<file path="src/status_queue_pkg.sv">
// holds: constants, enums and carriers shared by the status queues
// assumes: nothing beyond a SystemVerilog compiler
package status_queue_pkg;

  localparam int CODE_W = 16;
  localparam int MSG_W = 8;
  localparam int EQ_DEPTH = 10;
  localparam int OQ_DEPTH = 16;
  localparam int FLT_ENTRIES = 8;

  localparam logic [CODE_W-1:0] OVF_CODE = 16'h015E;
  localparam logic [CODE_W-1:0] NO_ERR_CODE = 16'h0000;
  localparam logic ERR_DFLT_ALLOW = 1'h1;
  localparam logic STS_DFLT_ALLOW = 1'h0;

  typedef enum logic [1:0] {
    FLT_NONE,
    FLT_ENA_BEGIN,
    FLT_ENA_ITEM,
    FLT_DIS_ITEM
  } flt_op_t;

  typedef struct packed {
    flt_op_t op;
    logic signed [CODE_W-1:0] lo;
    logic signed [CODE_W-1:0] hi;
  } flt_cmd_t;

  typedef struct packed {
    logic used;
    logic allow;
    logic signed [CODE_W-1:0] lo;
    logic signed [CODE_W-1:0] hi;
  } flt_entry_t;

  typedef struct packed {
    logic valid;
    logic status;
    logic signed [CODE_W-1:0] code;
  } err_evt_t;

  typedef struct packed {
    logic valid;
    logic all;
    logic code_only;
  } err_req_t;

  typedef struct packed {
    logic valid;
    logic last;
    logic code_only;
    logic signed [CODE_W-1:0] code;
  } err_ans_t;

endpackage : status_queue_pkg

</file>
<file path="src/queue_mem.sv">
// holds: storage array of one queue, registered read port
// assumes: single clock, write and read addresses below DEPTH
`timescale 1ns/1ps
`default_nettype none

module queue_mem #(
  parameter int WIDTH = 8,
  parameter int DEPTH = 16,
  localparam int AW = $clog2(DEPTH)
) (
  input wire logic clk_i,
  input wire logic wr_en_i,
  input wire logic [AW-1:0] wr_addr_i,
  input wire logic [WIDTH-1:0] wr_data_i,
  input wire logic [AW-1:0] rd_addr_i,
  output logic [WIDTH-1:0] rd_data_o
);

  if (DEPTH < 2 || WIDTH < 1) begin : g_bad
    $error("queue_mem needs depth two or more");
  end

  logic [WIDTH-1:0] mem_reg [DEPTH];

  always_ff @(posedge clk_i) begin
    if (wr_en_i) begin
      mem_reg[wr_addr_i] <= wr_data_i;
    end
  end

  always_ff @(posedge clk_i) begin
    rd_data_o <= mem_reg[rd_addr_i];
  end

endmodule : queue_mem

`default_nettype wire

</file>
<file path="src/code_filter.sv">
// holds: admit filter of the error queue, ordered range list
// assumes: one command per cycle on cmd_i, same clock as the queue
`timescale 1ns/1ps
`default_nettype none

module code_filter #(
  parameter int ENTRIES = status_queue_pkg::FLT_ENTRIES
) (
  input wire logic clk_i,
  input wire logic rst_i,
  input wire status_queue_pkg::flt_cmd_t cmd_i,
  input wire logic signed [status_queue_pkg::CODE_W-1:0] code_i,
  input wire logic is_status_i,
  output logic admit_o,
  output logic full_o
);

  localparam int FA = $clog2(ENTRIES+1);
  localparam int CW = status_queue_pkg::CODE_W;

  if (ENTRIES < 1) begin : g_bad
    $error("code_filter needs at least one entry");
  end

  status_queue_pkg::flt_entry_t ent_reg [ENTRIES];
  logic [FA-1:0] fill_reg;
  logic err_dflt_reg;
  logic sts_dflt_reg;
  logic [ENTRIES-1:0] hit;
  logic item;
  logic wipe;
  logic signed [CW-1:0] lo;
  logic signed [CW-1:0] hi;

  assign wipe = cmd_i.op == status_queue_pkg::FLT_ENA_BEGIN;
  assign item = cmd_i.op == status_queue_pkg::FLT_ENA_ITEM
             || cmd_i.op == status_queue_pkg::FLT_DIS_ITEM;
  assign full_o = fill_reg == FA'(ENTRIES);
  assign lo = (cmd_i.lo <= cmd_i.hi) ? cmd_i.lo : cmd_i.hi;
  assign hi = (cmd_i.lo <= cmd_i.hi) ? cmd_i.hi : cmd_i.lo;

  ////////////////////////////////////////////////////////////////////////
  // class defaults and fill level

  always_ff @(posedge clk_i) begin
    if (rst_i) begin
      err_dflt_reg <= status_queue_pkg::ERR_DFLT_ALLOW;
      sts_dflt_reg <= status_queue_pkg::STS_DFLT_ALLOW;
    end else if (wipe) begin
      err_dflt_reg <= 1'h0;
      sts_dflt_reg <= 1'h0;
    end
  end

  always_ff @(posedge clk_i) begin
    if (rst_i || wipe) begin
      fill_reg <= '0;
    end else if (item && !full_o) begin
      fill_reg <= fill_reg + FA'(1);
    end
  end

  ////////////////////////////////////////////////////////////////////////
  // range entries, later entries win

  for (genvar i = 0; i < ENTRIES; i++) begin : g_ent
    always_ff @(posedge clk_i) begin
      if (rst_i || wipe) begin
        ent_reg[i] <= '0;
      end else if (item && !full_o && fill_reg == FA'(i)) begin
        ent_reg[i].used <= 1'h1;
        ent_reg[i].allow <= cmd_i.op == status_queue_pkg::FLT_ENA_ITEM;
        ent_reg[i].lo <= lo;
        ent_reg[i].hi <= hi;
      end
    end
    assign hit[i] = ent_reg[i].used && code_i >= ent_reg[i].lo
                 && code_i <= ent_reg[i].hi;
  end

  always_comb begin
    admit_o = is_status_i ? sts_dflt_reg : err_dflt_reg;
    for (int i = 0; i < ENTRIES; i++) begin
      if (hit[i]) begin
        admit_o = ent_reg[i].allow;
      end
    end
  end
endmodule : code_filter

`default_nettype wire

</file>
<file path="src/status_message_queues.sv">
// holds: output queue and error queue of the instrument status model
// assumes: one clock, command decoding and message text done outside
`timescale 1ns/1ps
`default_nettype none

module status_message_queues #(
  parameter int EQ_DEPTH = status_queue_pkg::EQ_DEPTH,
  parameter int OQ_DEPTH = status_queue_pkg::OQ_DEPTH,
  parameter int MSG_W = status_queue_pkg::MSG_W,
  parameter int FLT_ENTRIES = status_queue_pkg::FLT_ENTRIES
) (
  input wire logic clk_i,
  input wire logic rst_i,
  input wire logic cls_i,
  input wire logic err_clear_i,
  input wire logic resp_valid_i,
  input wire logic [MSG_W-1:0] resp_data_i,
  output logic resp_ready_o,
  input wire logic talk_rd_i,
  output logic talk_ready_o,
  output logic resp_valid_o,
  output logic [MSG_W-1:0] resp_data_o,
  output logic message_available_flag_o,
  input wire status_queue_pkg::err_evt_t evt_i,
  input wire status_queue_pkg::flt_cmd_t flt_cmd_i,
  output logic flt_full_o,
  input wire status_queue_pkg::err_req_t err_req_i,
  output logic err_req_ready_o,
  output status_queue_pkg::err_ans_t err_ans_o,
  output logic [$clog2(EQ_DEPTH+1)-1:0] err_count_o,
  output logic error_available_flag_o
);

  localparam int CW = status_queue_pkg::CODE_W;
  localparam int OA = $clog2(OQ_DEPTH);
  localparam int OC = $clog2(OQ_DEPTH+1);
  localparam int EA = $clog2(EQ_DEPTH);
  localparam int EC = $clog2(EQ_DEPTH+1);
  localparam logic [OA-1:0] O_LAST = OA'(OQ_DEPTH-1);
  localparam logic [EA-1:0] E_LAST = EA'(EQ_DEPTH-1);
  localparam logic [OC-1:0] O_FULL = OC'(OQ_DEPTH);
  localparam logic [EC-1:0] E_FULL = EC'(EQ_DEPTH);
  localparam logic [EC-1:0] E_MARK = EC'(EQ_DEPTH-1);

  if (EQ_DEPTH < 2 || OQ_DEPTH < 2) begin : g_bad
    $error("queue depths must be at least two");
  end

  ////////////////////////////////////////////////////////////////////////
  // output queue
  logic [OA-1:0] oq_head_reg, oq_tail_reg;
  logic [OC-1:0] oq_count_reg;
  logic [MSG_W-1:0] oq_rdata;
  logic oq_busy_reg, oq_push, oq_take, oq_pop;

  assign resp_ready_o = oq_count_reg != O_FULL;
  assign oq_push = resp_valid_i && resp_ready_o;
  assign talk_ready_o = !oq_busy_reg && oq_count_reg != '0;
  assign oq_take = talk_rd_i && talk_ready_o;
  assign oq_pop = oq_busy_reg;

  queue_mem #(
    .WIDTH(MSG_W),
    .DEPTH(OQ_DEPTH)
  ) u_oq_mem (
    .clk_i(clk_i),
    .wr_en_i(oq_push),
    .wr_addr_i(oq_tail_reg),
    .wr_data_i(resp_data_i),
    .rd_addr_i(oq_head_reg),
    .rd_data_o(oq_rdata)
  );

  always_ff @(posedge clk_i) begin
    if (rst_i) begin
      oq_busy_reg <= 1'h0;
    end else begin
      oq_busy_reg <= oq_take;
    end
  end

  always_ff @(posedge clk_i) begin
    if (rst_i) begin
      oq_head_reg <= '0;
      oq_tail_reg <= '0;
    end else begin
      if (oq_push) begin
        oq_tail_reg <= (oq_tail_reg == O_LAST) ? '0 : oq_tail_reg + OA'(1);
      end
      if (oq_pop) begin
        oq_head_reg <= (oq_head_reg == O_LAST) ? '0 : oq_head_reg + OA'(1);
      end
    end
  end

  always_ff @(posedge clk_i) begin
    if (rst_i) begin
      oq_count_reg <= '0;
    end else begin
      oq_count_reg <= oq_count_reg + OC'(oq_push) - OC'(oq_pop);
    end
  end

  always_ff @(posedge clk_i) begin
    if (rst_i) begin
      resp_valid_o <= 1'h0;
      resp_data_o <= '0;
    end else begin
      resp_valid_o <= oq_pop;
      if (oq_pop) begin
        resp_data_o <= oq_rdata;
      end
    end
  end

  assign message_available_flag_o = oq_count_reg != '0;

  ////////////////////////////////////////////////////////////////////////
  // error queue storage and filter
  logic admit, eq_clear, eq_push, eq_pop, eq_take, rd_last;
  logic [EA-1:0] eq_head_reg, eq_tail_reg;
  logic [EC-1:0] eq_count_reg, eq_count_next;
  logic [CW-1:0] eq_wdata, eq_rdata;

  code_filter #(
    .ENTRIES(FLT_ENTRIES)
  ) u_filter (
    .clk_i(clk_i),
    .rst_i(rst_i),
    .cmd_i(flt_cmd_i),
    .code_i(evt_i.code),
    .is_status_i(evt_i.status),
    .admit_o(admit),
    .full_o(flt_full_o)
  );

  assign eq_clear = cls_i || err_clear_i;
  assign eq_push = evt_i.valid && admit && !eq_clear
                && eq_count_reg != E_FULL;
  assign eq_wdata = (eq_count_reg == E_MARK)
                  ? status_queue_pkg::OVF_CODE : evt_i.code;

  queue_mem #(
    .WIDTH(CW),
    .DEPTH(EQ_DEPTH)
  ) u_eq_mem (
    .clk_i(clk_i),
    .wr_en_i(eq_push),
    .wr_addr_i(eq_tail_reg),
    .wr_data_i(eq_wdata),
    .rd_addr_i(eq_head_reg),
    .rd_data_o(eq_rdata)
  );

  ////////////////////////////////////////////////////////////////////////
  // error queue read sequencer
  typedef enum logic [1:0] {
    RD_IDLE,
    RD_EMIT,
    RD_SETTLE
  } rd_state_t;
  rd_state_t rd_state_reg, rd_state_next;
  logic rd_all_reg, rd_code_only_reg, rd_none_reg;
  assign err_req_ready_o = rd_state_reg == RD_IDLE && !eq_clear;
  assign eq_take = err_req_i.valid && err_req_ready_o;
  assign eq_pop = rd_state_reg == RD_EMIT && !rd_none_reg && !eq_clear;
  assign eq_count_next = eq_clear ? '0
    : eq_count_reg + EC'(eq_push) - EC'(eq_pop);
  assign rd_last = !rd_all_reg || rd_none_reg || eq_count_next == '0;

  always_comb begin
    rd_state_next = rd_state_reg;
    case (rd_state_reg)
      RD_IDLE: begin
        if (eq_take) begin
          rd_state_next = RD_EMIT;
        end
      end
      RD_EMIT: begin
        rd_state_next = rd_last ? RD_IDLE : RD_SETTLE;
      end
      RD_SETTLE: begin
        rd_state_next = RD_EMIT;
      end
      default: begin
        rd_state_next = RD_IDLE;
      end
    endcase
    if (eq_clear) begin
      rd_state_next = RD_IDLE;
    end
  end

  always_ff @(posedge clk_i) begin
    if (rst_i) begin
      rd_state_reg <= RD_IDLE;
    end else begin
      rd_state_reg <= rd_state_next;
    end
  end

  always_ff @(posedge clk_i) begin
    if (rst_i) begin
      rd_all_reg <= 1'h0;
      rd_code_only_reg <= 1'h0;
      rd_none_reg <= 1'h0;
    end else if (eq_take) begin
      rd_all_reg <= err_req_i.all;
      rd_code_only_reg <= err_req_i.code_only;
      rd_none_reg <= eq_count_reg == '0;
    end
  end

  always_ff @(posedge clk_i) begin
    if (rst_i) begin
      eq_head_reg <= '0;
      eq_tail_reg <= '0;
    end else if (eq_clear) begin
      eq_head_reg <= '0;
      eq_tail_reg <= '0;
    end else begin
      if (eq_push) begin
        eq_tail_reg <= (eq_tail_reg == E_LAST) ? '0 : eq_tail_reg + EA'(1);
      end
      if (eq_pop) begin
        eq_head_reg <= (eq_head_reg == E_LAST) ? '0 : eq_head_reg + EA'(1);
      end
    end
  end

  always_ff @(posedge clk_i) begin
    if (rst_i) begin
      eq_count_reg <= '0;
    end else begin
      eq_count_reg <= eq_count_next;
    end
  end

  always_ff @(posedge clk_i) begin
    if (rst_i) begin
      err_ans_o <= '0;
    end else begin
      err_ans_o.valid <= rd_state_reg == RD_EMIT && !eq_clear;
      if (rd_state_reg == RD_EMIT) begin
        err_ans_o.code <= rd_none_reg
          ? status_queue_pkg::NO_ERR_CODE : eq_rdata;
        err_ans_o.last <= rd_last;
        err_ans_o.code_only <= rd_code_only_reg;
      end
    end
  end

  assign err_count_o = eq_count_reg;
  assign error_available_flag_o = eq_count_reg != '0;
endmodule : status_message_queues

`default_nettype wire

</file>
<file path="config.mk">
export PLATFORM = sky130hd
export DESIGN_NAME = status_message_queues
export DESIGN_NICKNAME = d
export VERILOG_FILES = /design/src/status_queue_pkg.sv /design/src/queue_mem.sv /design/src/code_filter.sv /design/src/status_message_queues.sv
export SDC_FILE = /design/constraint.sdc
export NUM_CORES = 1
export LEC_CHECK = 0
export BUFFER_PORTS_ARGS = -buffer_cell sky130_fd_sc_hd__buf_2
export CORE_MARGIN = 2
export CORE_UTILIZATION = 55
export CTS_CLUSTER_SIZE = 28
export DETAILED_ROUTE_END_ITERATION = 8
export PLACE_DENSITY = 0.74
export SLEW_MARGIN = 30
export SYNTH_ARGS = -nofsm -noshare
export SYNTH_HDL_FRONTEND = slang
export SYNTH_SLANG_ARGS = --single-unit
</file>
<file path="constraint.sdc">
create_clock -name clk_i -period 3.95 [get_ports clk_i]
set_input_delay 0.1975 -clock clk_i [delete_from_list [all_inputs] [get_ports clk_i]]
set_output_delay 0.1975 -clock clk_i [all_outputs]
set_load 0.005 [all_outputs]
</file>
==> run metrics <==
Crit path max-delay family compound AO/OA/AOI/OAI gates; flops & latches, synth approximately 650; Syn Nets 2888; fin. max-slew vios 0; fin area approximately 0.038 sq mm; die width 245 um; RSZ-0062 raised after global routing yes; GP Congestion roughly 0.98; Tightest Pin Transition just under 1 ns; post-synthesis sequential area ratio approximately three fifths; Max-Slew Margin vs Limit approximately a third; initial core utilization between 50% and 60%; first-pass GRT wire length around 130 mm; largest net degree at the start of global routing 46; Post-synth EDFFs 559; antenna viol nets, final 0; max reg flops ~270; crit path time final roughly 4.4 ns; Internal approximately 13000 uW; CORE AREA 0.0575 sq mm; die area around 0.060 sq mm; status finished, violations left; Worst Path Max Fanout 3; CP Cell Sequence inv_1 -> ha_4 -> nand4_1 -> buf_4 -> nor2_1 -> o2bb2ai_1 -> or4_1 -> a2bb2oi_2 -> mux2_4 -> mux2_4 -> o2111ai_4 -> nand2_2 -> inv_2 -> ha_4 -> inv_4 -> buf_4 -> fa_2 -> nor2_2 -> a31oi_2 -> o311a_1; Synth Cell Area approximately 0.032 sq mm; Post-Place Worst Slack -0.637 ns; ys flop type edfxtp_1; Clock Skew ~0.018 ns; Post-synth ARST share 0%; DRC 0; Buf/Inv on CP 5; switching share of power ~25%; Max Fclk approximately 0.22 GHz; worst path arrival time 5.01 ns; dpl hpwl around 60 mm; total iterations of the first detailed-routing run 5; CP startpoint kind flip-flop; via count 22500; area of the multi-input gates 0.0121 sq mm; CTS Sinks between 600 and 700; Site Rows between 80 and 90; H-tree depth 3; max_cap viols 0; Clk pwr share 40.0%; FF+latch area about 0.019 sq mm; number of global-route vias before repair approximately 23000; worst ir drop on vdd a little under 0.0004 V; nets@finish about 3200; Final Cycle Share 113%; Crit path largest cell delay slightly below 0.6 ns; Synth warnings 0; Clk pin slew, worst setup/hold paths around 0.060 ns; register share of total power about 46%; Iter 0 DRT Violations 2054; Final setup violation count 5; grt ovf 0; clock buffer depth 3; Root Driver clkbuf_16; Routed WL per cell approximately 23 um; Via density around 6.1; latest clock arrival within the worst-skew pair 0.62 ns; Power Density approximately 450 mW/mm^2; final hold viol count 0; Ports 107; most frequent cells in the layout edfxtp_1 (559), a21oi_1 (365), inv_1 (302); Buffers on Ports between 100 and 150; CP max-delay cell fa_2; Gate power share 13.6%; P_sw between 4000 and 5000 uW; CP Data Required Time ~4.5 ns; Placement Cell Area around 0.035 sq mm; CTS tree done; share of cells above drive strength 1 about a fifth; violated checks negative setup slack; post-synthesis cell type count between 70 and 80; area grow syn2layout 18.8%; Filler Cell Count between 4000 and 5000; Setup WS post-layout -0.498 ns; worst hold slack 0.0522 ns; initial antenna violation count 3; CTS Buf Count 70; WS Path Type reg -> reg; Mean Syn Cell Area around 13 sq um; Hold Crit Class in -> reg; WL final 85.6 mm; Die H roughly 240 um; overall routing resource usage between 20 and 30%; commonest non-fill, non-tap cell in the layout edfxtp_1; Setup TNS -1.58 ns; Cells after Synth 2524; P_leak ~0.015 uW; Critical Path Sink Type flip-flop
[path summary, 6_finish.rpt]
| path | slack (ns) | startpoint | cells past startpoint | to |
|---|---|---|---|---|
| worst max-delay path | -0.50 | u_filter.ent_reg[0][31] | 20 | rd_state_reg[1] |
| worst min-delay path | 0.05 | flt_cmd_i[28] | 3 | u_filter.ent_reg[0][28] |
| worst max register to register | -0.50 | u_filter.ent_reg[0][31] | 20 | rd_state_reg[1] |
| worst min register to register | 0.47 | u_oq_mem.rd_data_o[6] | 2 | resp_data_o[6] |
[power groups by stage]
stage	Sequential [uW]	Clock (uW)	Combinational (uW)
floorplan	7960	0	1280
global placement	8000	0	2100
detailed placement	8010	0	2190
CTS	7870	6830	2260
global route	7900	7110	2510
finish	7870	6780	2310
[worst register-to-register path, stage by stage, from the launching register on]
cell and delay, ns:
edfxtp_1 0.38, inv_1 0.12, ha_4 0.21, nand4_1 0.17, buf_4 0.15, nor2_1 0.04, o2bb2ai_1 0.13, or4_1 0.53
a2bb2oi_2 0.19, mux2_4 0.31, mux2_4 0.31, o2111ai_4 0.22, nand2_2 0.12, inv_2 0.10, ha_4 0.15, inv_4 0.04
buf_4 0.14, fa_2 0.59, nor2_2 0.06, a31oi_2 0.21, o311a_1 0.21
[logic make-up (layout without fill, tap and decap cells)]
logic type | after synthesis | count (layout) | share of synthesized area (%)
flops | 648 | 648 | 58.3
compound gates | 604 | 604 | 11.1
simple gates | 464 | 464 | 7.83
buf+inv | 394 | 783 | 4.67
fa+ha+maj | 295 | 295 | 11.6
mux | 106 | 106 | 6.18
xor+xnor | 13 | 13 | 0.357
other cells | 0 | 4 | 0
[what timing repair did]
action	4_1_cts	5_1_grt
gates resized for setup	20	6
hold endpoints to repair	134	0
endpoints found under the setup margin	5	5
setup buffers	5	1
pin swaps	14	2
hold buffers	16	0
[stage by stage]
step                utilization, %  cells  power, uW
CTS                           65.8   3677      17000
global placement              61.1   3527      10100
global route                  65.9   3681      17500
finish                        65.9   3682      17000
detailed placement            61.1   3527      10200
floorplan                        -   2524       9250
[cell usage after synthesis, types with 3 or more instances]
cell	n	area, sq um
nor2b_1	39	244
nor3b_1	20	150
xnor2_1	5	43.8
nand2_1	61	229
nor4_1	13	81.3
o211ai_1	13	97.6
a21oi_1	366	1830
nand2b_1	23	144
xor2_1	8	70.1
nor3_1	19	95.1
a211oi_1	31	233
and4_1	18	158
and3_1	10	62.6
edfxtp_1	559	16800
o21a_1	14	105
ha_1	293	3670
o21ai_0	39	195
nand4_1	50	313
dfxtp_1	89	1780
nand3b_1	8	60.1
mux2i_1	30	300
a221oi_1	6	52.6
o22ai_1	4	25.0
o31ai_1	6	45.0
and2_1	14	87.6
or3_1	6	37.5
a21o_1	33	248
o21ai_1	38	190
mux4_2	72	1620
buf_1	10	37.5
o21bai_1	3	22.5
a31oi_1	10	62.6
nor4b_1	5	43.8
nor2_1	102	383
nand3_1	67	335
inv_1	306	1150
clkbuf_1	75	282
or2_2	3	18.8
o311a_1	3	30.0
[cell type report]
cell class                 count  share of cell area [%]
antenna                        4                  0.0264
inverter                     307                    3.06
clock inverter                41                    1.28
clock buffer                  88                    5.02
multi-input combinational   1482                    32.0
timing repair buffer         347                    7.05
sequential                   648                    49.1
tap                          765                    2.53
[layer usage]
metal / vias up / wire length, um / global-route usage (%)
met5: - / 0 / 0
met3: 234 / 6010 / 3.67
li1: 10200 / - / -
met1: 11100 / 31900 / 34.9
met2: 1012 / 43000 / 49.5
met4: 0 / 4740 / 15.4
Note: power is estimated with default switching activity, not from simulation.
